### src/inc/buck_sup_pkg.sv
package buck_sup_pkg;
    // Switch-cycle timing constants.
    localparam int MIN_ON_NS       = 80;
    localparam int MIN_OFF_NS      = 160;
    localparam int CLK_PERIOD_NS   = 25;
    localparam int MIN_ON_CYC      = (MIN_ON_NS + CLK_PERIOD_NS - 1) / CLK_PERIOD_NS;
    localparam int MIN_OFF_CYC     = (MIN_OFF_NS + CLK_PERIOD_NS - 1) / CLK_PERIOD_NS;
    // Counts in switching cycles; the period is in clock cycles.
    localparam int FB_FAULT_CYC    = 1024;
    localparam int HICCUP_CYC      = 32768;
    localparam int PGOOD_DLY_CYC   = 1024;
    localparam int SS_DEF_CYC      = 4000;
    localparam int PERIOD_DEF_CYC  = 100;

    // Wishbone register offsets.
    localparam logic [7:0] ADR_CTRL   = 8'h00;
    localparam logic [7:0] ADR_STAT   = 8'h04;
    localparam logic [7:0] ADR_IRQST  = 8'h08;
    localparam logic [7:0] ADR_IRQMSK = 8'h0C;
    localparam logic [7:0] ADR_PERIOD = 8'h10;
    localparam logic [7:0] ADR_SSLEN  = 8'h14;

    // Control reset value: converter enabled by software.
    localparam logic [31:0] CTRL_RST   = 32'h0000_0001;
    localparam logic [31:0] MSK_RST    = 32'h0000_0000;

    // Interrupt bit positions.
    localparam int IRQ_RUNAWAY = 0;
    localparam int IRQ_FBLOW   = 1;
    localparam int IRQ_THERM   = 2;
    localparam int IRQ_PGOOD   = 3;
    localparam int IRQ_W       = 4;

    // Comparator flags from the analog side.
    typedef struct packed {
        logic peak_limit;
        logic runaway_limit;
        logic fb_low;
        logic out_above_95;
        logic out_below_92;
        logic out_above_644;
        logic therm_hot;
        logic therm_cool;
        logic enable_below_falling;
        logic bias_low;
        logic bias_ok;
        logic pwm_on_req;
    } comp_flags_t;

    typedef enum logic [2:0] {
        ST_OFF, ST_SOFTSTART, ST_RUN, ST_HICCUP, ST_THERMAL
    } sup_state_t;
endpackage

### src/logic/buck_fault_hiccup_supervisor.sv
// Functional notes
// - Peak current comparator ends high-side on-time within the same switching cycle.
// - One runaway current event enters hiccup immediately.
// - Feedback low after soft-start enters hiccup 1024 switching cycles later.
// - Hiccup stops switching for 32768 half-frequency switching cycles.
// - Hiccup timeout end starts a fresh soft-start.
// - Retry with low feedback runs half frequency for soft-start plus 1024 cycles.
// - Power-good released after 1024 switching cycles continuously above 95%.
// - Power-good driven low while output below 92%.
// - Power-good driven low in thermal shutdown or enable below falling threshold.
// - Power-good pin only driven low or released; external pull-up gives high.
// - Prebiased start holds both transistors off.
// - Switching begins only on first PWM on-request, then alternates normally.
// - Thermal trip shuts converter down and stops switching.
// - Soft-start held off in thermal shutdown; recovery restarts via soft-start.
// - Start-up switches at half frequency until output reaches 64.4%.
// - Minimum on-time 80ns and minimum off-time 160ns each cycle.
// - Bias supply low forces converter off until it rises above rising threshold; the code restarts once bias_low clears, without waiting for bias_ok.
//
// Local design decisions: the Wishbone slave port and the address map.
module buck_fault_hiccup_supervisor import buck_sup_pkg::*; #(
    parameter int HICCUP_COUNT = HICCUP_CYC
) (
    // Clock and reset.
    input  wire logic        i_clk,
    input  wire logic        i_reset_n,
    // Wishbone slave.
    input  wire logic        i_wb_cyc,
    input  wire logic        i_wb_stb,
    input  wire logic        i_wb_we,
    input  wire logic [7:0]  i_wb_adr,
    input  wire logic [31:0] i_wb_dat,
    input  wire logic [3:0]  i_wb_sel,
    output logic      [31:0] o_wb_dat,
    output logic             o_wb_ack,
    // Analog comparator flags, asynchronous.
    input  wire comp_flags_t i_flags,
    // Power stage.
    output logic             o_hs_on,
    output logic             o_ls_on,
    output logic             o_softstart_en,
    // Open-drain power-good.
    input  wire logic        i_pgood,
    output logic             o_pgood_out,
    output logic             o_pgood_oe,
    // Interrupt.
    output logic             o_irq
);
    comp_flags_t f;
    sup_state_t  state;
    sup_state_t  next_state;

    logic [31:0] ctrl;
    logic [15:0] period;
    logic [23:0] ss_len;
    logic [IRQ_W-1:0] irq_stat;
    logic [IRQ_W-1:0] irq_mask;
    logic [15:0] phase;
    logic        half_sel;
    logic        active;
    logic        started;
    logic [15:0] on_cnt;
    logic [15:0] off_cnt;
    logic [23:0] ss_cnt;
    logic [10:0] fb_cnt;
    logic [15:0] hic_cnt;
    logic [10:0] pg_cnt;
    logic        pgood_rel;
    logic        pgood_rel_d;
    logic        fb_ext;
    logic        pgood_pin;

    // Synchronised comparator flags and power-good pin level.
    sync3 #(.W($bits(comp_flags_t) + 1)) u_sync (
        .i_clk     (i_clk),
        .i_reset_n (i_reset_n),
        .i_async   ({i_pgood, i_flags}),
        .o_sync    ({pgood_pin, f})
    );

    // Saturating increment used by the soft-start cycle counter.
    function automatic logic [23:0] inc_sat(input logic [23:0] v);
        inc_sat = (v == 24'hFF_FFFF) ? v : v + 24'h00_0001;
    endfunction

    // Register bus decode.
    wire        wb_req   = i_wb_cyc & i_wb_stb & ~o_wb_ack;
    wire        wb_wr    = wb_req & i_wb_we & (i_wb_sel == 4'hF);
    wire        wb_rd    = wb_req & ~i_wb_we;
    wire        rd_irq   = wb_rd & (i_wb_adr == ADR_IRQST);
    wire        sw_en    = ctrl[0];

    // Switching clock: full-rate or half-rate cycle boundary pulse.
    wire        sw_tick  = (phase == 16'h0000);
    wire [15:0] eff_per  = half_sel ? {period[14:0], 1'b0} : period;
    wire [15:0] on_max   = eff_per - 16'(MIN_OFF_CYC);

    // Global shutdown conditions.
    wire        force_off = ~sw_en | f.enable_below_falling | f.bias_low;

    // State transition logic.
    always_comb begin
        next_state = state;
        unique case (state)
            ST_OFF: begin
                if (!force_off && (f.bias_ok || !f.bias_low) && !f.therm_hot) begin
                    next_state = ST_SOFTSTART;
                end
            end
            ST_SOFTSTART: begin
                if (f.runaway_limit) begin
                    next_state = ST_HICCUP;
                end else if (ss_cnt >= ss_len && fb_ext && f.fb_low && sw_tick) begin
                    next_state = ST_HICCUP;
                end else if (ss_cnt >= ss_len && !f.fb_low) begin
                    next_state = ST_RUN;
                end
            end
            ST_RUN: begin
                if (f.runaway_limit || (f.fb_low && fb_cnt == 11'(FB_FAULT_CYC))) begin
                    next_state = ST_HICCUP;
                end
            end
            ST_HICCUP: begin
                if (hic_cnt == 16'(HICCUP_COUNT - 1) && sw_tick && half_sel) begin
                    next_state = ST_SOFTSTART;
                end
            end
            ST_THERMAL: begin
                if (f.therm_cool && !f.therm_hot) begin
                    next_state = ST_SOFTSTART;
                end
            end
        endcase
        if (f.therm_hot) begin
            next_state = ST_THERMAL;
        end else if (force_off) begin
            next_state = ST_OFF;
        end
    end

    // State register.
    always_ff @(posedge i_clk) begin
        if (!i_reset_n) begin
            state <= ST_OFF;
        end else begin
            state <= next_state;
        end
    end

    // Switching-cycle phase counter.
    always_ff @(posedge i_clk) begin
        if (!i_reset_n || phase >= eff_per - 16'h0001) begin
            phase <= 16'h0000;
        end else begin
            phase <= phase + 16'h0001;
        end
    end

    always_ff @(posedge i_clk) begin
        if (!i_reset_n) begin
            half_sel <= 1'b1;
        end else if (sw_tick) begin
            half_sel <= (state != ST_RUN) && !(state == ST_SOFTSTART && f.out_above_644);
        end
    end

    // Soft-start, feedback and hiccup counters, in switching cycles.
    always_ff @(posedge i_clk) begin
        if (!i_reset_n || state != ST_SOFTSTART) begin
            ss_cnt <= 24'h00_0000;
            fb_ext <= 1'b0;
        end else if (sw_tick) begin
            ss_cnt <= inc_sat(ss_cnt);
            fb_ext <= (ss_cnt >= ss_len + 24'(FB_FAULT_CYC) - 24'h00_0001);
        end
    end

    always_ff @(posedge i_clk) begin
        if (!i_reset_n || state != ST_RUN || !f.fb_low) begin
            fb_cnt <= 11'h000;
        end else if (sw_tick && fb_cnt != 11'(FB_FAULT_CYC)) begin
            fb_cnt <= fb_cnt + 11'h001;
        end
    end

    always_ff @(posedge i_clk) begin
        if (!i_reset_n || state != ST_HICCUP) begin
            hic_cnt <= 16'h0000;
        end else if (sw_tick && half_sel) begin
            hic_cnt <= hic_cnt + 16'h0001;
        end
    end

    // Gate drive: active only in soft-start or run.
    assign active = (state == ST_SOFTSTART) || (state == ST_RUN);

    // prebias hold until first PWM request
    always_ff @(posedge i_clk) begin
        if (!i_reset_n || !active) begin
            started <= 1'b0;
        end else if (f.pwm_on_req && sw_tick) begin
            started <= 1'b1;
        end
    end

    // Pulse generator with minimum on and off times.
    always_ff @(posedge i_clk) begin
        if (!i_reset_n || !active) begin
            o_hs_on <= 1'b0;
            o_ls_on <= 1'b0;
            on_cnt  <= 16'h0000;
            off_cnt <= 16'h0000;
        end else if (o_hs_on) begin
            on_cnt <= on_cnt + 16'h0001;
            if ((f.peak_limit || !f.pwm_on_req || on_cnt >= on_max)
                    && on_cnt >= 16'(MIN_ON_CYC - 1)) begin
                o_hs_on <= 1'b0;
                o_ls_on <= 1'b1;
                off_cnt <= 16'h0000;
            end
        end else begin
            off_cnt <= off_cnt + 16'h0001;
            if (sw_tick && (started || f.pwm_on_req) && f.pwm_on_req && !f.peak_limit
                    && off_cnt >= 16'(MIN_OFF_CYC - 1)) begin
                o_hs_on <= 1'b1;
                o_ls_on <= 1'b0;
                on_cnt  <= 16'h0000;
            end
        end
    end

    // soft-start held off outside active states
    assign o_softstart_en = active;

    wire pg_hold = f.out_below_92 || state == ST_THERMAL || f.therm_hot || f.enable_below_falling;
    always_ff @(posedge i_clk) begin
        if (!i_reset_n || !f.out_above_95 || pg_hold) begin
            pg_cnt <= 11'h000;
        end else if (sw_tick && pg_cnt != 11'(PGOOD_DLY_CYC)) begin
            pg_cnt <= pg_cnt + 11'h001;
        end
    end

    always_ff @(posedge i_clk) begin
        if (!i_reset_n) begin
            pgood_rel   <= 1'b0;
            pgood_rel_d <= 1'b0;
        end else begin
            pgood_rel   <= !pg_hold && pg_cnt == 11'(PGOOD_DLY_CYC);
            pgood_rel_d <= pgood_rel;
        end
    end

    assign o_pgood_out = 1'b0;
    assign o_pgood_oe  = ~pgood_rel;

    // Register file and sticky interrupts; a read of status clears it, set wins.
    wire [IRQ_W-1:0] irq_ev = {pgood_rel & ~pgood_rel_d,
                               next_state == ST_THERMAL && state != ST_THERMAL,
                               next_state == ST_HICCUP && state == ST_RUN && !f.runaway_limit,
                               f.runaway_limit && active};

    always_ff @(posedge i_clk) begin
        if (!i_reset_n) begin
            ctrl     <= CTRL_RST;
            irq_mask <= MSK_RST[IRQ_W-1:0];
            period   <= 16'(PERIOD_DEF_CYC);
            ss_len   <= 24'(SS_DEF_CYC);
            irq_stat <= '0;
        end else begin
            irq_stat <= (rd_irq ? '0 : irq_stat) | irq_ev;
            if (wb_wr && i_wb_adr == ADR_CTRL) begin
                ctrl <= i_wb_dat;
            end
            if (wb_wr && i_wb_adr == ADR_IRQMSK) begin
                irq_mask <= i_wb_dat[IRQ_W-1:0];
            end
            if (wb_wr && i_wb_adr == ADR_PERIOD && i_wb_dat[15:0] > 16'(MIN_ON_CYC + MIN_OFF_CYC)) begin
                period <= i_wb_dat[15:0];
            end
            if (wb_wr && i_wb_adr == ADR_SSLEN) begin
                ss_len <= i_wb_dat[23:0];
            end
        end
    end

    // Read mux; unmapped addresses read zero and are acknowledged.
    wire [31:0] rd_mux =
        (i_wb_adr == ADR_CTRL)   ? ctrl :
        (i_wb_adr == ADR_STAT)   ? {24'h00_0000, pgood_pin, pgood_rel, o_ls_on, o_hs_on, half_sel, 3'(state)} :
        (i_wb_adr == ADR_IRQST)  ? {28'h000_0000, irq_stat} :
        (i_wb_adr == ADR_IRQMSK) ? {28'h000_0000, irq_mask} :
        (i_wb_adr == ADR_PERIOD) ? {16'h0000, period} :
        (i_wb_adr == ADR_SSLEN)  ? {8'h00, ss_len} : 32'h0000_0000;

    always_ff @(posedge i_clk) begin
        if (!i_reset_n) begin
            o_wb_ack <= 1'b0;
            o_wb_dat <= 32'h0000_0000;
        end else begin
            o_wb_ack <= wb_req;
            o_wb_dat <= wb_rd ? rd_mux : o_wb_dat;
        end
    end

    assign o_irq = |(irq_stat & irq_mask);

    // Gate drive never overlaps.
    property p_no_shoot;
        @(posedge i_clk) disable iff (!i_reset_n) !(o_hs_on && o_ls_on);
    endproperty
    a_no_shoot: assert property (p_no_shoot) else $error("gates overlap");

    property p_runaway;
        @(posedge i_clk) disable iff (!i_reset_n)
            (state == ST_RUN && f.runaway_limit && !f.therm_hot && !force_off) |=> state == ST_HICCUP;
    endproperty
    a_runaway: assert property (p_runaway) else $error("runaway did not enter hiccup");

    property p_hic_quiet;
        @(posedge i_clk) disable iff (!i_reset_n) state == ST_HICCUP |=> !o_hs_on;
    endproperty
    a_hic_quiet: assert property (p_hic_quiet) else $error("switching in hiccup");

    property p_therm;
        @(posedge i_clk) disable iff (!i_reset_n) f.therm_hot |=> state == ST_THERMAL && !o_softstart_en;
    endproperty
    a_therm: assert property (p_therm) else $error("thermal not shut down");

    property p_pg_low;
        @(posedge i_clk) disable iff (!i_reset_n) f.out_below_92 |=> ##1 o_pgood_oe;
    endproperty
    a_pg_low: assert property (p_pg_low) else $error("pgood not low");

    property p_pg_rel;
        @(posedge i_clk) disable iff (!i_reset_n) $rose(pgood_rel) |-> $past(pg_cnt) == 11'(PGOOD_DLY_CYC);
    endproperty
    a_pg_rel: assert property (p_pg_rel) else $error("pgood released early");

    property p_prebias;
        @(posedge i_clk) disable iff (!i_reset_n) (active && !started && !f.pwm_on_req) |=> !o_ls_on;
    endproperty
    a_prebias: assert property (p_prebias) else $error("low side on before start");

    property p_min_on;
        @(posedge i_clk) disable iff (!i_reset_n) $rose(o_hs_on) |-> (o_hs_on || !active) [*4];
    endproperty
    a_min_on: assert property (p_min_on) else $error("on-time too short");

    property p_bias;
        @(posedge i_clk) disable iff (!i_reset_n) f.bias_low && !f.therm_hot |=> state == ST_OFF;
    endproperty
    a_bias: assert property (p_bias) else $error("bias low not off");
endmodule

### src/logic/sync3.sv
// Three-stage synchroniser; a change counts once stages two and three agree.
module sync3 import buck_sup_pkg::*; #(
    parameter int W = 12
) (
    // Clock and reset.
    input  wire logic         i_clk,
    input  wire logic         i_reset_n,
    // Data.
    input  wire logic [W-1:0] i_async,
    output logic      [W-1:0] o_sync
);
    logic [W-1:0] s1;
    logic [W-1:0] s2;
    logic [W-1:0] s3;

    // Shift chain and agreement filter.
    always_ff @(posedge i_clk) begin
        if (!i_reset_n) begin
            s1     <= '0;
            s2     <= '0;
            s3     <= '0;
            o_sync <= '0;
        end else begin
            s1     <= i_async;
            s2     <= s1;
            s3     <= s2;
            o_sync <= (s2 & s3) | (o_sync & (s2 | s3));
        end
    end
endmodule
### config.mk
export PLATFORM = sky130hd
export DESIGN_NAME = buck_fault_hiccup_supervisor
export DESIGN_NICKNAME = d
export VERILOG_FILES = /design/src/inc/buck_sup_pkg.sv /design/src/logic/buck_fault_hiccup_supervisor.sv /design/src/logic/sync3.sv
export SDC_FILE = /design/constraint.sdc
export NUM_CORES = 1
export LEC_CHECK = 0
export BUFFER_PORTS_ARGS = -buffer_cell sky130_fd_sc_hd__buf_4
export CELL_PAD_IN_SITES_DETAIL_PLACEMENT = 1
export CELL_PAD_IN_SITES_GLOBAL_PLACEMENT = 1
export CORE_ASPECT_RATIO = 1.2
export CORE_MARGIN = 2
export CORE_UTILIZATION = 40
export CTS_CLUSTER_DIAMETER = 50
export CTS_CLUSTER_SIZE = 40
export DETAILED_ROUTE_END_ITERATION = 12
export PLACE_DENSITY = 0.69
export SLEW_MARGIN = 30
export SYNTH_ARGS = -nofsm -noshare
export SYNTH_HDL_FRONTEND = slang
export SYNTH_SLANG_ARGS = --single-unit
### constraint.sdc
create_clock -name i_clk -period 5.2 [get_ports i_clk]
set_clock_uncertainty 0.15 [all_clocks]
set_input_delay 0.78 -clock i_clk [delete_from_list [all_inputs] [get_ports i_clk]]
set_output_delay 0.78 -clock i_clk [all_outputs]
set_load 0.005 [all_outputs]
==> results.cfg <==
[run_status]
outcome = completed

[timing]
slew_violations = 0
rsz0062_at_grt = false
hold_viol_final = 0
fmax_mhz = 217.0
relSlewSlack_pct = 37.02
setup_viol = 0
worstMarginPinSlew_ns = 0.9424
timing.final.crit_share_pct = 88.61
fin_crit_ns = 4.608
holdWs_ns = 0.2251
fin_setup_tns_ns = 0
fin_ws_ns = 0.5923

[min_path]
whs_endpoint = u_sync.s1[6]
hp-class = input port to flop
hold_path.startpoint = i_flags[6]
holdPathStages = 2

[synth]
synth_edf_count = 0
ys_warn_count = 0
synthTopCellsByArea = dfxtp_1, ha_1, nand2_1, a21oi_1, nor2_1
syn-num-nets = 1954
yosysTopAreaCell = dfxtp_1
syn_area_mm2 = 0.01463
syn_area_per_cell_um2 = 8.139
ys_types = 66
ys_seq_area_share_pct = 38.30
synth.most_common_cell = dfxtp_1
synth_common_cells = dfxtp_1, nand2_1, a21oi_1, nor2_1, ha_1
ys_ff_latch = 280
netlist.area_leader.share_pct = 38.30
syn_inst = 1798
synth-main-ff-cell = dfxtp_1
async_flop_share_pct = 0

[worst_setup_path]
r2r_setup_slack_ns = 0.59
cp.required_ns = 5.54
rr_worst_depth = 15
critPathMaxFanout = 13
r2r-end = o_ls_on
rr_startpoint = half_sel
crit_path_end_kind = flop
path_class = flop to flop
critPathArrivalTime_ns = 4.95
critPathLaunchType = flop

[global_routing]
grt_max_degree = 67
grt_pass1_vias = 13624
gr-total-overflow = 0
track_usage_pct = 22.89
antenna_found_initial = 0
grt_pass1_wl_um = 70390

[floorplanning]
die_area_mm2 = 0.03814
rows = 76
core_area_mm2 = 0.03594
die_w_um = 178.6
start_util_pct = 40.71
die_h_um = 213.5
io_pins = 101

[route]
drc_errors = 0
ant_nets = 0
drtPass1Iterations = 4
wl_per_cell_um = 18.63
drtIter0Drc = 520
detail_route.vias_per_cell = 5.584
drt-total-wl_um = 43650
vias = 13084

[clocking]
clockBufferDepth = 3
cts_root_buf = clkbuf_16
clk_latency_ns = 0.60
numCtsBuffers = 30
htreeDepth = 1
clk_pin_slew_ns = 0.09
cts_hold_buf = 0
cts_tree = done
cts_resized = 0
post_cts_buffers = 0
cts.sinks = 280

[run]
cap_viol_max_count = 0

[power]
power_w = 0.004743
p_per_area_mw_per_mm2 = 282.1
leakage_nw = 6.412
ir_drop_mv = 0.2440

[place]
dp_hpwl_um = 32030
place_congestion = 0.8613
place.port_buffers = 98
pre_cts_ws_ns = 0.5609

[layout]
antenna_cells = 0
drive_gt1_share_pct = 10.56
layout.nets = 2008
area_delta_synth_final_pct = 14.92
-- layer usage --
metal | part of all wire (%) | wire length, µm | GRT usage [%]
met4 | 2.2 | 961 | 6.308
met2 | 51 | 22380 | 43.22
met5 | 0 | 0 | 0
met1 | 43 | 18870 | 26.90
met3 | 3.3 | 1440 | 2.996
-- cells in the final DEF (no fill, tap or decap), types with 16 or more instances in the layout --
master	synthesis	layout
and3_1	24	24
inv_1	60	60
nand4_1	34	34
ha_1	94	94
a21o_1	17	17
nand2_1	240	240
xnor2_1	54	54
a221oi_1	17	17
nor2_1	143	142
nand2b_1	21	21
o21ai_0	79	79
and2_1	45	45
nor2b_1	16	16
a21oi_1	158	158
dfxtp_1	280	279
mux2i_1	43	43
or2_2	16	16
nor3_1	53	52
buf_4	2	109
nand3_1	90	90
clkbuf_16	0	30
or3_1	46	46
xor2_1	33	33
-- power breakdown --
group          switching [W]  leakage (nW)  internal, W
combinational       0.000139          3.63    0.0000796
sequential         0.0000159          2.26      0.00216
clock                0.00113         0.518      0.00121
total                0.00128          6.41      0.00346
-- through the flow --
step / cells / cell area (µm²) / utilization (%)
floorplan: 1798 / 14630 / -
global placement: 2288 / 15710 / 43.70
detailed placement: 2288 / 15710 / 43.72
CTS: 2343 / 16820 / 46.79
global route: 2343 / 16820 / 46.79
finish: 2343 / 16820 / 46.79
-- flip-flops by register name, indices dropped and copies added (netlist names), 3 cells and up --
signal         flops
irq_mask           4
u_sync.s3         12
ctrl              32
u_sync.s2         12
state              3
o_wb_dat          32
phase             16
ss_len            24
u_sync.s1         12
period            16
ss_cnt            24
off_cnt           16
fb_cnt            11
irq_stat           4
u_sync.o_sync     12
hic_cnt           16
pg_cnt            11
on_cnt            16
-- how the worst max path moves through the flow --
stage                         from       to  slack [ns]  depth (start not counted)
final                     half_sel  o_ls_on        0.59                         15
after global routing      half_sel  o_ls_on        0.15                         16
after CTS                 half_sel  o_ls_on        0.53                         15
after detailed placement  half_sel  o_ls_on        0.56                         15
after global placement    half_sel  o_ls_on        0.69                         15
after floorplan           half_sel  o_ls_on        0.55                         18
-- critical path, cell delays in order, from the launching register on --
cell and delay, ns:
dfxtp_2 0.48, nand2b_1 0.30, inv_1 0.09, ha_1 0.26, a21o_1 0.22, a2111oi_2 0.61, nand2_1 0.24, o31ai_1 0.26
nand2_1 0.09, a21oi_1 0.16, ha_1 0.26, a21o_1 0.16, a211o_1 0.29, a21oi_1 0.33, o21ai_1 0.33, o21a_1 0.27
-- cell families after synthesis --
family,synth area share (%)
compound gates,14.96
flops,38.30
buf+inv,3.890
mux,3.018
xor+xnor,5.207
other cells,0.02563
simple gates,26.56
fa+ha+maj,8.037
-- area by class of cell --
cell class / instances / area (µm²)
Timing Repair Buffer: 109 / 818.3
Multi-Input combinational cell: 1370 / 8473
Clock buffer: 30 / 750.7
Inverter: 61 / 230.2
Clock inverter: 25 / 352.8
Fill cell: 4297 / 19130
Sequential cell: 280 / 5607
Tap cell: 468 / 585.6
(Power assumes the default switching activity.)
